<file path="config.mk">
export PLATFORM = sky130hd
export DESIGN_NAME = osc_source_select
export DESIGN_NICKNAME = d
export VERILOG_FILES = /design/src/hdl/osc_sel_pkg.sv /design/src/hdl/osc_source_select.sv /design/src/hdl/sync_filter.sv
export SDC_FILE = /design/constraint.sdc
export NUM_CORES = 1
export LEC_CHECK = 0
export ABC_AREA = 1
export BUFFER_PORTS_ARGS = -buffer_cell sky130_fd_sc_hd__buf_2
export CORE_UTILIZATION = 45
export CTS_BUF_LIST = sky130_fd_sc_hd__clkbuf_16
export DETAILED_ROUTE_END_ITERATION = 12
export GPL_TIMING_DRIVEN = 0
export HOLD_SLACK_MARGIN = 0.05
export PLACE_DENSITY = 0.71
export SKIP_LAST_GASP = 1
export SYNTH_ARGS = -nofsm -noshare
export SYNTH_HDL_FRONTEND = slang
export SYNTH_SLANG_ARGS = --single-unit
</file>
<file path="constraint.sdc">
create_clock -name clk -period 4 [get_ports clk]
set_input_delay 1.2 -clock clk [delete_from_list [all_inputs] [get_ports clk]]
set_output_delay 1.2 -clock clk [all_outputs]
set_load 0.01 [all_outputs]
</file>
<file path="src/hdl/osc_sel_pkg.sv">
// package: register map, field layout and timing constants of the oscillator selector
package osc_sel_pkg;

  // register offsets on the plain register port
  localparam logic [3:0] OFF_OSC_CTRL  = 4'h0;
  localparam logic [3:0] OFF_CLK_DIV   = 4'h2;
  localparam logic [3:0] OFF_RC_TUNE   = 4'h4;
  localparam logic [3:0] OFF_IRQ_STAT  = 4'h6;
  localparam logic [3:0] OFF_IRQ_MASK  = 4'h8;

  // oscillator_control field positions
  localparam int CUR_LSB   = 12;
  localparam int NEW_LSB   = 8;
  localparam int LOCK_BIT  = 7;
  localparam int SETL_BIT  = 5;
  localparam int FAIL_BIT  = 3;
  localparam int DRV_BIT   = 2;
  localparam int SEN_BIT   = 1;
  localparam int REQ_BIT   = 0;

  // clock_divider_reg fields: doze enable, doze ratio, fast rc postscaler
  localparam int DOZE_EN_BIT = 11;
  localparam int DOZE_LSB    = 12;
  localparam int POST_LSB    = 8;
  localparam logic [15:0] CLK_DIV_RST  = 16'h3100;
  localparam logic [15:0] CLK_DIV_MASK = 16'hff00;

  // rc_tune_reg: six bit signed trim in the low bits
  localparam logic [15:0] RC_TUNE_RST  = 16'h0000;
  localparam logic [15:0] RC_TUNE_MASK = 16'h003f;

  // interrupt status bits
  localparam int IRQ_SWITCH = 0;
  localparam int IRQ_FAIL   = 1;
  localparam int IRQ_SETTLE = 2;
  localparam int IRQ_W      = 3;

  // source encodings
  typedef enum logic [2:0] {
    SRC_FAST_RC       = 3'b000,
    SRC_FAST_RC_MULT  = 3'b001,
    SRC_PRIMARY       = 3'b010,
    SRC_PRIMARY_MULT  = 3'b011,
    SRC_SECONDARY     = 3'b100,
    SRC_LOWPOWER_RC   = 3'b101,
    SRC_LP_FAST_RC_DIV= 3'b110,
    SRC_FAST_RC_DIV   = 3'b111
  } src_t;

  // switch sequencer states
  typedef enum logic [1:0] {
    SW_IDLE   = 2'b00,
    SW_WAIT   = 2'b01,
    SW_COMMIT = 2'b10
  } sw_state_t;

  // timing: switch settle and multiplier lock times
  localparam int CLK_MHZ        = 200;
  localparam int SWITCH_TIME_NS = 100;
  localparam int SWITCH_CYC     = (SWITCH_TIME_NS * CLK_MHZ + 999) / 1000;
  localparam int SETTLE_TIME_US = 2;
  localparam int SETTLE_CYC     = SETTLE_TIME_US * CLK_MHZ;

  // register port request
  typedef struct packed {
    logic        wr;
    logic        rd;
    logic [3:0]  addr;
    logic [15:0] wdata;
  } reg_req_t;

  // lines to the oscillator pads and analog cells
  typedef struct packed {
    logic [2:0] sourceSel;
    logic       secondaryEnable;
    logic       secondaryDrive;
    logic       dozeEnable;
    logic [2:0] dozeRatio;
    logic [2:0] postscaler;
    logic [5:0] rcTrim;
  } osc_ctl_t;

endpackage

</file>
<file path="src/hdl/osc_source_select.sv">
// oscillator source selection, status and tuning registers
// Function
// - five registers: control, divider, tuning, interrupt status, interrupt mask
// - control requests switch, shows source status
// - current source bits 14:12, reset zero
// - new source bits 10:8, same encoding
// - codes 000, 001, 111: fast RC variants
// - codes 010, 011: primary, primary multiplied
// - codes 100, 101, 110: secondary, lowpower
// - new source reset from configuration setting
// - settled flag cleared on switch, non-multiplier
// - fail set by hardware; lock software-set only
// - current, settled driven by hardware; lock released by hardware
// - drive bit ignored on digital input
// - divider controls doze and postscaler
// - tuning trims fast RC in steps
`timescale 1ns/100ps
`default_nettype none
module osc_source_select
  import osc_sel_pkg::*;
(
  input  wire logic        clk,
  input  wire logic        srst,
  input  wire reg_req_t    regReq,
  output var  logic [15:0] regRdata,
  input  wire logic [2:0]  initialSourceConfig,
  input  wire logic        secondaryInputKind,
  input  wire logic        clockFailPin,
  input  wire logic        multLockPin,
  input  wire logic        lockReleasePin,
  output var  osc_ctl_t    oscCtl,
  output logic             irq
);

  ////////////////////////////////////////////////////////////////////////////
  // synchronised pad inputs
  logic [2:0] padRaw;
  logic [2:0] padSync;
  logic       failSync;
  logic       multLockSync;
  logic       lockRelSync;

  // one filter per pad; the pads are unrelated to clk, so none may skip the filter
  assign padRaw = {lockReleasePin, multLockPin, clockFailPin};
  for (genvar p = 0; p < 3; p++) begin : g_pad
    sync_filter u_sync (
      .clk  (clk),
      .srst (srst),
      .din  (padRaw[p]),
      .dout (padSync[p])
    );
  end
  assign failSync     = padSync[0];
  assign multLockSync = padSync[1];
  assign lockRelSync  = padSync[2];

  ////////////////////////////////////////////////////////////////////////////
  // register state
  logic [2:0]       curSrc_r;
  logic [2:0]       newSrc_r;
  logic             switchLock_r;
  logic             settled_r;
  logic             clockFail_r;
  logic             secDrive_r;
  logic             secEnable_r;
  logic             switchReq_r;
  logic [15:0]      clock_divider_reg_r;
  logic [15:0]      rcTune_r;
  logic [IRQ_W-1:0] irqStat_r;
  logic [IRQ_W-1:0] irqMask_r;
  logic             rstSeen_r;
  sw_state_t        swState_r;
  logic [15:0]      swCnt_r;
  logic [15:0]      setCnt_r;
  logic             failPrev_r;
  logic             setPrev_r;
  logic wrCtrl;
  logic wrDiv;
  logic wrTune;
  logic wrStat;
  logic wrMask;
  logic swDone;
  logic multMode;
  logic failRise;
  logic settleRise;
  logic [IRQ_W-1:0] irqEvent;

  // address decode of the register port
  assign wrCtrl = regReq.wr && (regReq.addr == OFF_OSC_CTRL);
  assign wrDiv  = regReq.wr && (regReq.addr == OFF_CLK_DIV);
  assign wrTune = regReq.wr && (regReq.addr == OFF_RC_TUNE);
  assign wrStat = regReq.wr && (regReq.addr == OFF_IRQ_STAT);
  assign wrMask = regReq.wr && (regReq.addr == OFF_IRQ_MASK);
  // multiplier loop modes are the two multiplied encodings
  assign multMode = (curSrc_r == SRC_FAST_RC_MULT) || (curSrc_r == SRC_PRIMARY_MULT);
  assign swDone   = (swState_r == SW_COMMIT);

  ////////////////////////////////////////////////////////////////////////////
  // switch sequencer
  // a switch runs even when the new source equals the current one, so software always sees a commit
  always_ff @(posedge clk) begin
    if (srst) begin
      swState_r <= SW_IDLE;
      swCnt_r   <= 16'h0000;
    end else begin
      case (swState_r)
        SW_IDLE: begin
          if (switchReq_r && rstSeen_r) begin
            swState_r <= SW_WAIT;
            swCnt_r   <= 16'(SWITCH_CYC - 1);
          end
        end
        SW_WAIT: begin
          if (swCnt_r == 16'h0000) begin
            swState_r <= SW_COMMIT;
          end else begin
            swCnt_r <= swCnt_r - 16'h0001;
          end
        end
        SW_COMMIT: begin
          swState_r <= SW_IDLE;
        end
        default: begin
          swState_r <= SW_IDLE;
        end
      endcase
    end
  end

  // current source follows the committed new source
  always_ff @(posedge clk) begin
    if (srst) begin
      curSrc_r <= 3'b000;
    end else if (swDone) begin
      curSrc_r <= newSrc_r;
    end
  end

  // new source: loaded from the configuration strap the cycle after reset
  always_ff @(posedge clk) begin
    if (srst) begin
      rstSeen_r <= 1'b0;
      newSrc_r  <= 3'b000;
    end else if (!rstSeen_r) begin
      rstSeen_r <= 1'b1;
      newSrc_r  <= initialSourceConfig;
    end else if (wrCtrl && !switchLock_r) begin
      newSrc_r  <= regReq.wdata[NEW_LSB +: 3];
    end
  end

  // request bit: software sets, hardware clears on commit; set wins
  always_ff @(posedge clk) begin
    if (srst) begin
      switchReq_r <= 1'b0;
    end else if (wrCtrl && regReq.wdata[REQ_BIT]) begin
      switchReq_r <= 1'b1;
    end else if (swDone) begin
      switchReq_r <= 1'b0;
    end
  end

  // switch lock: software may only set it, hardware releases it
  always_ff @(posedge clk) begin
    if (srst) begin
      switchLock_r <= 1'b0;
    end else if (wrCtrl && regReq.wdata[LOCK_BIT]) begin
      switchLock_r <= 1'b1;
    end else if (lockRelSync) begin
      switchLock_r <= 1'b0;
    end
  end

  // clock fail: hardware sets, software write of zero clears; set wins
  always_ff @(posedge clk) begin
    if (srst) begin
      clockFail_r <= 1'b0;
    end else if (failSync) begin
      clockFail_r <= 1'b1;
    end else if (wrCtrl && !regReq.wdata[FAIL_BIT]) begin
      clockFail_r <= 1'b0;
    end
  end

  // settled flag: counts lock time, forced low on switch or non-multiplier mode
  always_ff @(posedge clk) begin
    if (srst) begin
      settled_r <= 1'b0;
      setCnt_r  <= 16'h0000;
    end else if (swDone || !multMode || !multLockSync) begin
      settled_r <= 1'b0;
      setCnt_r  <= 16'h0000;
    end else if (setCnt_r == 16'(SETTLE_CYC - 1)) begin
      settled_r <= 1'b1;
    end else begin
      setCnt_r  <= setCnt_r + 16'h0001;
    end
  end

  // plain control bits of the control register
  always_ff @(posedge clk) begin
    if (srst) begin
      secDrive_r  <= 1'b0;
      secEnable_r <= 1'b0;
    end else if (wrCtrl) begin
      secDrive_r  <= regReq.wdata[DRV_BIT];
      secEnable_r <= regReq.wdata[SEN_BIT];
    end
  end

  // divider and tuning registers
  always_ff @(posedge clk) begin
    if (srst) begin
      clock_divider_reg_r <= CLK_DIV_RST;
      rcTune_r <= RC_TUNE_RST;
    end else begin
      if (wrDiv) begin
        clock_divider_reg_r <= regReq.wdata & CLK_DIV_MASK;
      end
      if (wrTune) begin
        rcTune_r <= regReq.wdata & RC_TUNE_MASK;
      end
    end
  end

  ////////////////////////////////////////////////////////////////////////////
  // interrupts: sticky status, write one to clear, set wins
  always_ff @(posedge clk) begin
    if (srst) begin
      failPrev_r <= 1'b0;
      setPrev_r  <= 1'b0;
    end else begin
      failPrev_r <= clockFail_r;
      setPrev_r  <= settled_r;
    end
  end
  assign failRise   = clockFail_r && !failPrev_r;
  assign settleRise = settled_r && !setPrev_r;
  assign irqEvent   = {settleRise, failRise, swDone};
  generate
    for (genvar i = 0; i < IRQ_W; i++) begin : g_irq
      always_ff @(posedge clk) begin
        if (srst) begin
          irqStat_r[i] <= 1'b0;
        end else if (irqEvent[i]) begin
          irqStat_r[i] <= 1'b1;
        end else if (wrStat && regReq.wdata[i]) begin
          irqStat_r[i] <= 1'b0;
        end
      end
    end
  endgenerate
  always_ff @(posedge clk) begin
    if (srst) begin
      irqMask_r <= '0;
    end else if (wrMask) begin
      irqMask_r <= regReq.wdata[IRQ_W-1:0];
    end
  end
  assign irq = |(irqStat_r & irqMask_r);

  ////////////////////////////////////////////////////////////////////////////
  // read data, one cycle after the read strobe; unmapped reads zero
  always_ff @(posedge clk) begin
    if (srst) begin
      regRdata <= 16'h0000;
    end else if (regReq.rd) begin
      case (regReq.addr)
        OFF_OSC_CTRL: regRdata <= {1'b0, curSrc_r, 1'b0, newSrc_r, switchLock_r, 1'b0, settled_r, 1'b0,
                                   clockFail_r, secDrive_r, secEnable_r, switchReq_r};
        OFF_CLK_DIV:  regRdata <= clock_divider_reg_r;
        OFF_RC_TUNE:  regRdata <= rcTune_r;
        OFF_IRQ_STAT: regRdata <= {13'h0000, irqStat_r};
        OFF_IRQ_MASK: regRdata <= {13'h0000, irqMask_r};
        default:      regRdata <= 16'h0000;
      endcase
    end else begin
      regRdata <= 16'h0000;
    end
  end

  ////////////////////////////////////////////////////////////////////////////
  // outputs to the oscillator cells
  always_ff @(posedge clk) begin
    if (srst) begin
      oscCtl <= '0;
    end else begin
      oscCtl.sourceSel       <= curSrc_r;
      oscCtl.secondaryEnable <= secEnable_r;
      oscCtl.secondaryDrive  <= secDrive_r && secondaryInputKind;
      oscCtl.dozeEnable      <= clock_divider_reg_r[DOZE_EN_BIT];
      oscCtl.dozeRatio       <= clock_divider_reg_r[DOZE_LSB +: 3];
      oscCtl.postscaler      <= clock_divider_reg_r[POST_LSB +: 3];
      oscCtl.rcTrim          <= rcTune_r[5:0];
    end
  end
endmodule
`default_nettype wire

</file>
<file path="src/hdl/sync_filter.sv">
// three-stage input synchroniser with agreement filter
`timescale 1ns/100ps
`default_nettype none
module sync_filter
  import osc_sel_pkg::*;
(
  input  wire logic clk,
  input  wire logic srst,
  input  wire logic din,
  output var  logic dout
);

  logic s1_r;
  logic s2_r;
  logic s3_r;

  // the first stage is read only by the second
  always_ff @(posedge clk) begin
    if (srst) begin
      s1_r <= 1'b0;
      s2_r <= 1'b0;
      s3_r <= 1'b0;
    end else begin
      s1_r <= din;
      s2_r <= s1_r;
      s3_r <= s2_r;
    end
  end

  // output moves only when second and third agree, so one-cycle glitches are dropped
  always_ff @(posedge clk) begin
    if (srst) begin
      dout <= 1'b0;
    end else if (s2_r == s3_r) begin
      dout <= s3_r;
    end
  end

endmodule
`default_nettype wire
</file>
# Word level (Yosys, flattened, before mapping)

Cells that the tools add are included.

Flip-flop bits (word level): 115
Latch bits: 0
Memory bits (writable): 0
ROM bits: 0
Input port bits: 31
Output and inout bits: 35
Logic and storage cells: 122
Memories: 0

Add/sub/neg operators: 2
$mul: 0
Div/mod/pow operators: 0
$lt $le $gt $ge: 0
Equality and inequality tests: 16
Shifts and indexed selects: 0
Muxes and demuxes: 22
Bitwise operators: 2
Reductions and logical operators: 40

Operator list:

| kind                                                  | number |
|---|---|
| one-hot mux 16 bit (5 select lines)                   | 1 |
| 2-to-1 mux 16 bit                                     | 2 |
| one-hot mux 16 bit (2 select lines)                   | 1 |
| adder 16 x 1 -> 16 bit (second input constant)        | 1 |
| equality test 16 x 9 -> 1 bit (second input constant) | 1 |
| logical AND 1 bit                                     | 16 |
| logical NOT 16 bit                                    | 1 |
| subtractor 16 x 1 -> 16 bit (second input constant)   | 1 |
| nonzero test 2 bit                                    | 7 |
| 2-to-1 mux 1 bit                                      | 13 |
| equality test 4 x 3 -> 1 bit (second input constant)  | 2 |
| logical NOT 1 bit                                     | 6 |
| 2-to-1 mux 3 bit                                      | 2 |
| != test 2 bit (second input constant)                 | 3 |
| equality test 4 x 2 -> 1 bit (second input constant)  | 1 |
| equality test 4 bit (second input constant)           | 1 |
| logical NOT 4 bit                                     | 1 |
| 2-to-1 mux 2 bit                                      | 2 |
| one-hot mux 2 bit (2 select lines)                    | 1 |
| OR reduction 2 bit                                    | 2 |
| AND 3 bit                                             | 1 |
| equality test 1 bit                                   | 3 |
| equality test 3 x 1 -> 1 bit (second input constant)  | 1 |
| equality test 3 x 2 -> 1 bit (second input constant)  | 1 |
| other kinds (9)                                       | 11 |

# Depth between registers and ports, before layout

Word-level depth: 6
Gate-level depth with buffers: 11
Mapped depth without buffers: 11

# Modules after synthesis

Synthesis repeated with hierarchy kept, for this count alone.

Cell total of the unflattened synthesis: 595
Area total of the unflattened synthesis: 4551.9 sq um

By module, submodules not included:

| module            | instances | cells each | area each (sq um) | seq. area each (sq um) |
|---|---|---|---|---|
| osc_source_select | 1         | 556        | 4187.8            | 2042.0 |
| sync_filter       | 3         | 13         | 121.4             | 80.1 |

# Worst setup path after synthesis

OpenSTA, ideal clock, no wires.

Path kind: input-to-reg
Start: input port regReq[18] in the netlist's numbering
End: register rcTune_r[2]
Library setup time: 0.127 ns
Data arrival time: 2.064 ns
Data required time: 3.873 ns
Setup slack: 1.809 ns
Stages on the path: 8
Buffers on the path: 1
Path through: inv_1 -> nor2_1 -> nand2_1 -> inv_1 -> nand2_1 -> clkbuf_1 -> o21ai_0 -> a21oi_1

Cells in the longest elaborated chain, start to end: 2

RTL lines:

| what                         | RTL line                 | RTL |
|---|---|---|
| start: declaration           | osc_source_select.sv:24  | `input wire reg_req_t regReq,` |
| equality test 4 x 3 -> 1 bit | osc_source_select.sv:91  | `assign wrTune = regReq.wr && (regReq.addr == OFF_RC_TUNE);` |
| logical AND 1 bit            | osc_source_select.sv:91  |  |
| end signal: assignment       | osc_source_select.sv:221 | `rcTune_r <= regReq.wdata & RC_TUNE_MASK;` |
| end: declaration             | osc_source_select.sv:68  | `logic [15:0] rcTune_r;` |

Every way passes these cells.
A chain may end at the register's enable or synchronous reset.

# Worst setup path after layout

Start: register irqStat_r[0]
End: output port irq

Cells in the longest elaborated chain, start to end: 2

RTL lines:

| what                             | RTL line                 | RTL |
|---|---|---|
| start: declaration               | osc_source_select.sv:69  | `logic [IRQ_W-1:0] irqStat_r;` |
| start signal: indexed assignment | osc_source_select.sv:244 | `irqStat_r[i] <= 1'b0;` |
| start signal: indexed assignment | osc_source_select.sv:246 | `irqStat_r[i] <= 1'b1;` |
| start signal: indexed assignment | osc_source_select.sv:248 | `irqStat_r[i] <= 1'b0;` |
| AND 3 bit                        | osc_source_select.sv:260 | `assign irq = \|(irqStat_r & irqMask_r);` |
| OR reduction 3 bit               | osc_source_select.sv:260 |  |
| end: declaration                 | osc_source_select.sv:32  | `output logic irq` |

Every way passes these cells.

==> out/results.txt <==
Max Transition Viols Final -> 0
post-synthesis simple-gate area fraction -> 25.37%
area of placed instances -> 0.004994 mm2
Sw Pwr -> 0.0006109 W
Post-route DRC -> 0
Max H-tree Level -> 4
nets -> 717
crit path DAT -> 1.18 ns
compound-cell area share of the yosys netlist -> 12.94%
clock root cell -> clkbuf_16
clock network power share -> 53.6%
DR vias -> 4005
vias per inst -> 4.825
sequential share of power -> 42.7%
met2 GRT Util -> 35.62%
met1 Use GR -> 23.67%
Max FO, Critical Path -> 3
layout cells sized above 1 -> 16.36%
sw frac -> 22.48%
register-to-register path setup slack -> 2.23 ns
Min-Delay Path Class -> reg -> reg
area leader, netlist -> dfxtp_1
post-route setup TNS -> 0 ns
worst IR drop on VDD -> 0.2371 mV
hold slack final -> 0.3980 ns
Syn Area/Cell -> 7.491 um2
CP Launch Type -> flop
GPL Wtd Cong -> 0.9342
Die W -> 102.2 um
Starting Density -> 46.42%
Post-Place Setup Slack -> 1.318 ns
Synth area leaders -> dfxtp_1 51%, nand2_1 8.8%, nor2_1 8.1%, inv_1 6.7%, a21oi_1 6.6%
main combinational cell family by area after synthesis -> simple AND/OR/NAND/NOR gates
Mapped Area -> 0.004517 mm2
post-synthesis cell count -> 603
Final Skew -> 0.008534 ns
Clk pin slew, worst setup/hold paths -> 0.05 ns
Util after Layout -> 57.33%
number of cells upsized or downsized after cts -> 0
combinational fraction of design power -> 3.7%
Num CTS Buffers -> 17
diodes inserted -> 0
HPWL Detailed -> 7.272 mm
global route hottest layer -> met2
Die Y-Extent -> 102.2 um
XOR/XNOR Fraction of Synth Area -> 1.163%
Worst slew margin -> 54.89%
number of global-route vias before repair -> 3767
clock tree buffer depth -> 2
hold violation count in the final report -> 0
CTS tree -> built
Post-synth EDFFs -> 0
Post-Synth Adder-Cell Area -> 0.5540%
Synth Net Count -> 636
register area share after synthesis -> 50.53%
fmax -> 0.4208 GHz
port bufs -> 62
DR pass1 iterations -> 5
Primary FF master, synth -> dfxtp_1
P_int -> 0.002106 W
MaxCap Viol Count -> 0
WL/cell -> 12.24 um
IO Pins -> 66
Clock Latency Late Sink -> 0.41 ns
cell row count -> 36
most instantiated cells after synthesis -> 114 x dfxtp_1, 106 x nand2_1, 97 x nor2_1, 81 x inv_1, 60 x a21oi_1
RSZ-0062 raised after global routing -> no
die area -> 0.01044 mm2
first-pass GRT wire length -> 16.70 mm
initial drt markers -> 150
post-CTS setup buffers -> 0
asr flop ratio synth -> 0%
Post-CTS Hold Buffers -> 0
Area Overhead vs Synth -> 23.49%
Synth cell types -> 37
worst slew pin tran -> 0.6767 ns
WL final -> 10.16 mm
antenna violations before repair -> 0
Cell Pwr Density -> 487.1 mW/mm2
Final Cycle Share -> 59.41%
DRT antenna net count -> 0
Seq cells post-synth -> 114
Worst EP required -> 2.80 ns
mux share of post-synthesis cell area -> 0.6648%
GRT Residual Overflow -> 0
top-count cell post-synth -> dfxtp_1
Setup-failing EPs final -> 0
status -> complete, no violations
largest net degree at the start of global routing -> 17
All-Layer GR Usage -> 21.03%
synth warn -> 0
Finished Cell Area -> 0.005578 mm2
setup ws final -> 1.624 ns
Setup crit end kind -> primary output
Final Critical Period -> 2.376 ns
CTS Sinks -> 114
LEAKAGE -> 2.340 nW
global routing usage on met3 -> 6.977%
CORE AREA -> 0.009729 mm2
WS Path Type -> reg -> out
share of the synthesized area in the top cell type -> 50.53%
[per-stage QoR]
stage / cells / power, W
after floorplan: 603 / 0.001241
final: 830 / 0.002717
after global placement: 798 / 0.001282
after global routing: 830 / 0.002815
after detailed placement: 798 / 0.001283
after CTS: 830 / 0.002743
[registers in the layout, indices dropped and copies added, names as in the netlist, 6 cells and up]
register / flops
rcTune_r: 6
setCnt_r: 16
clock_divider_reg_r: 8
regRdata: 15
swCnt_r: 16
oscCtl: 18
[critical path, stage by stage (launching register included)]
cell and delay [ns]:
dfxtp_1 0.36, inv_1 0.05, o221ai_1 0.19, buf_2 0.17
[power groups by stage]
| stage | Combinational (W) | Clock (W) | Sequential, W |
|---|---|---|---|
| 2_1_floorplan | 0.0000577 | 0 | 0.00118 |
| 4_1_cts | 0.000101 | 0.00148 | 0.00116 |
| 3_3_place_gp | 0.0000989 | 0 | 0.00118 |
| 6_report | 0.000101 | 0.00146 | 0.00116 |
| 3_5_place_dp | 0.000100 | 0 | 0.00118 |
| 5_1_grt | 0.000113 | 0.00154 | 0.00116 |
[final cells by class]
type,count,area (um2)
clock inverter,15,158.9
inverter,83,311.5
tap,133,166.4
clock buffer,17,425.4
timing repair buffer,62,310.3
buffer,16,81.33
multi-input combinational,390,1842
sequential,114,2282
fill,901,4151
[worst paths after layout]
check / cells past startpoint / from / endpoint
worst max-delay path: 3 / irqStat_r[0]$_SDFFE_PP0P_ / irq
worst min-delay path: 2 / g_pad[2].u_sync.s1_r$_SDFF_PP0_ / g_pad[2].u_sync.s2_r$_SDFF_PP0_
worst max register to register: 10 / swCnt_r[0]$_SDFFE_PP0P_ / swCnt_r[14]$_SDFFE_PP0P_
worst min register to register: 2 / g_pad[2].u_sync.s1_r$_SDFF_PP0_ / g_pad[2].u_sync.s2_r$_SDFF_PP0_
[placed cells by master, fill, tap and decap left out, types with 3 or more instances in the layout]
cell type / n
a21boi_0: 3
buf_2: 64
nand3_1: 30
dfxtp_1: 114
nor2_1: 97
nand2_1: 106
inv_6: 3
clkinv_4: 6
inv_1: 81
o211ai_1: 3
a21oi_1: 60
nor3_1: 11
xor2_1: 4
o21ai_0: 32
clkinv_1: 4
clkbuf_1: 10
clkbuf_16: 17
nor2_2: 6
nand4_1: 5
nand2_2: 4
mux2i_1: 3
a211oi_1: 3
[logic make-up (layout without fill, tap and decap cells)]
family | after synthesis | in the layout
AO/OA/AOI/OAI | 109 | 109
XOR/XNOR | 6 | 6
adder cells (fa/ha/maj) | 2 | 2
buffers and inverters | 99 | 193
flip-flops | 114 | 114
multiplexers | 3 | 3
other | 1 | 1
AND/OR/NAND/NOR | 269 | 269
[routing by layer]
metal,vias to the layer above,share of wire (%)
li1,2091,-
met1,1775,44
met2,123,48
met3,16,6.5
met4,0,2.0
met5,-,0
(Power assumes the default switching activity.)
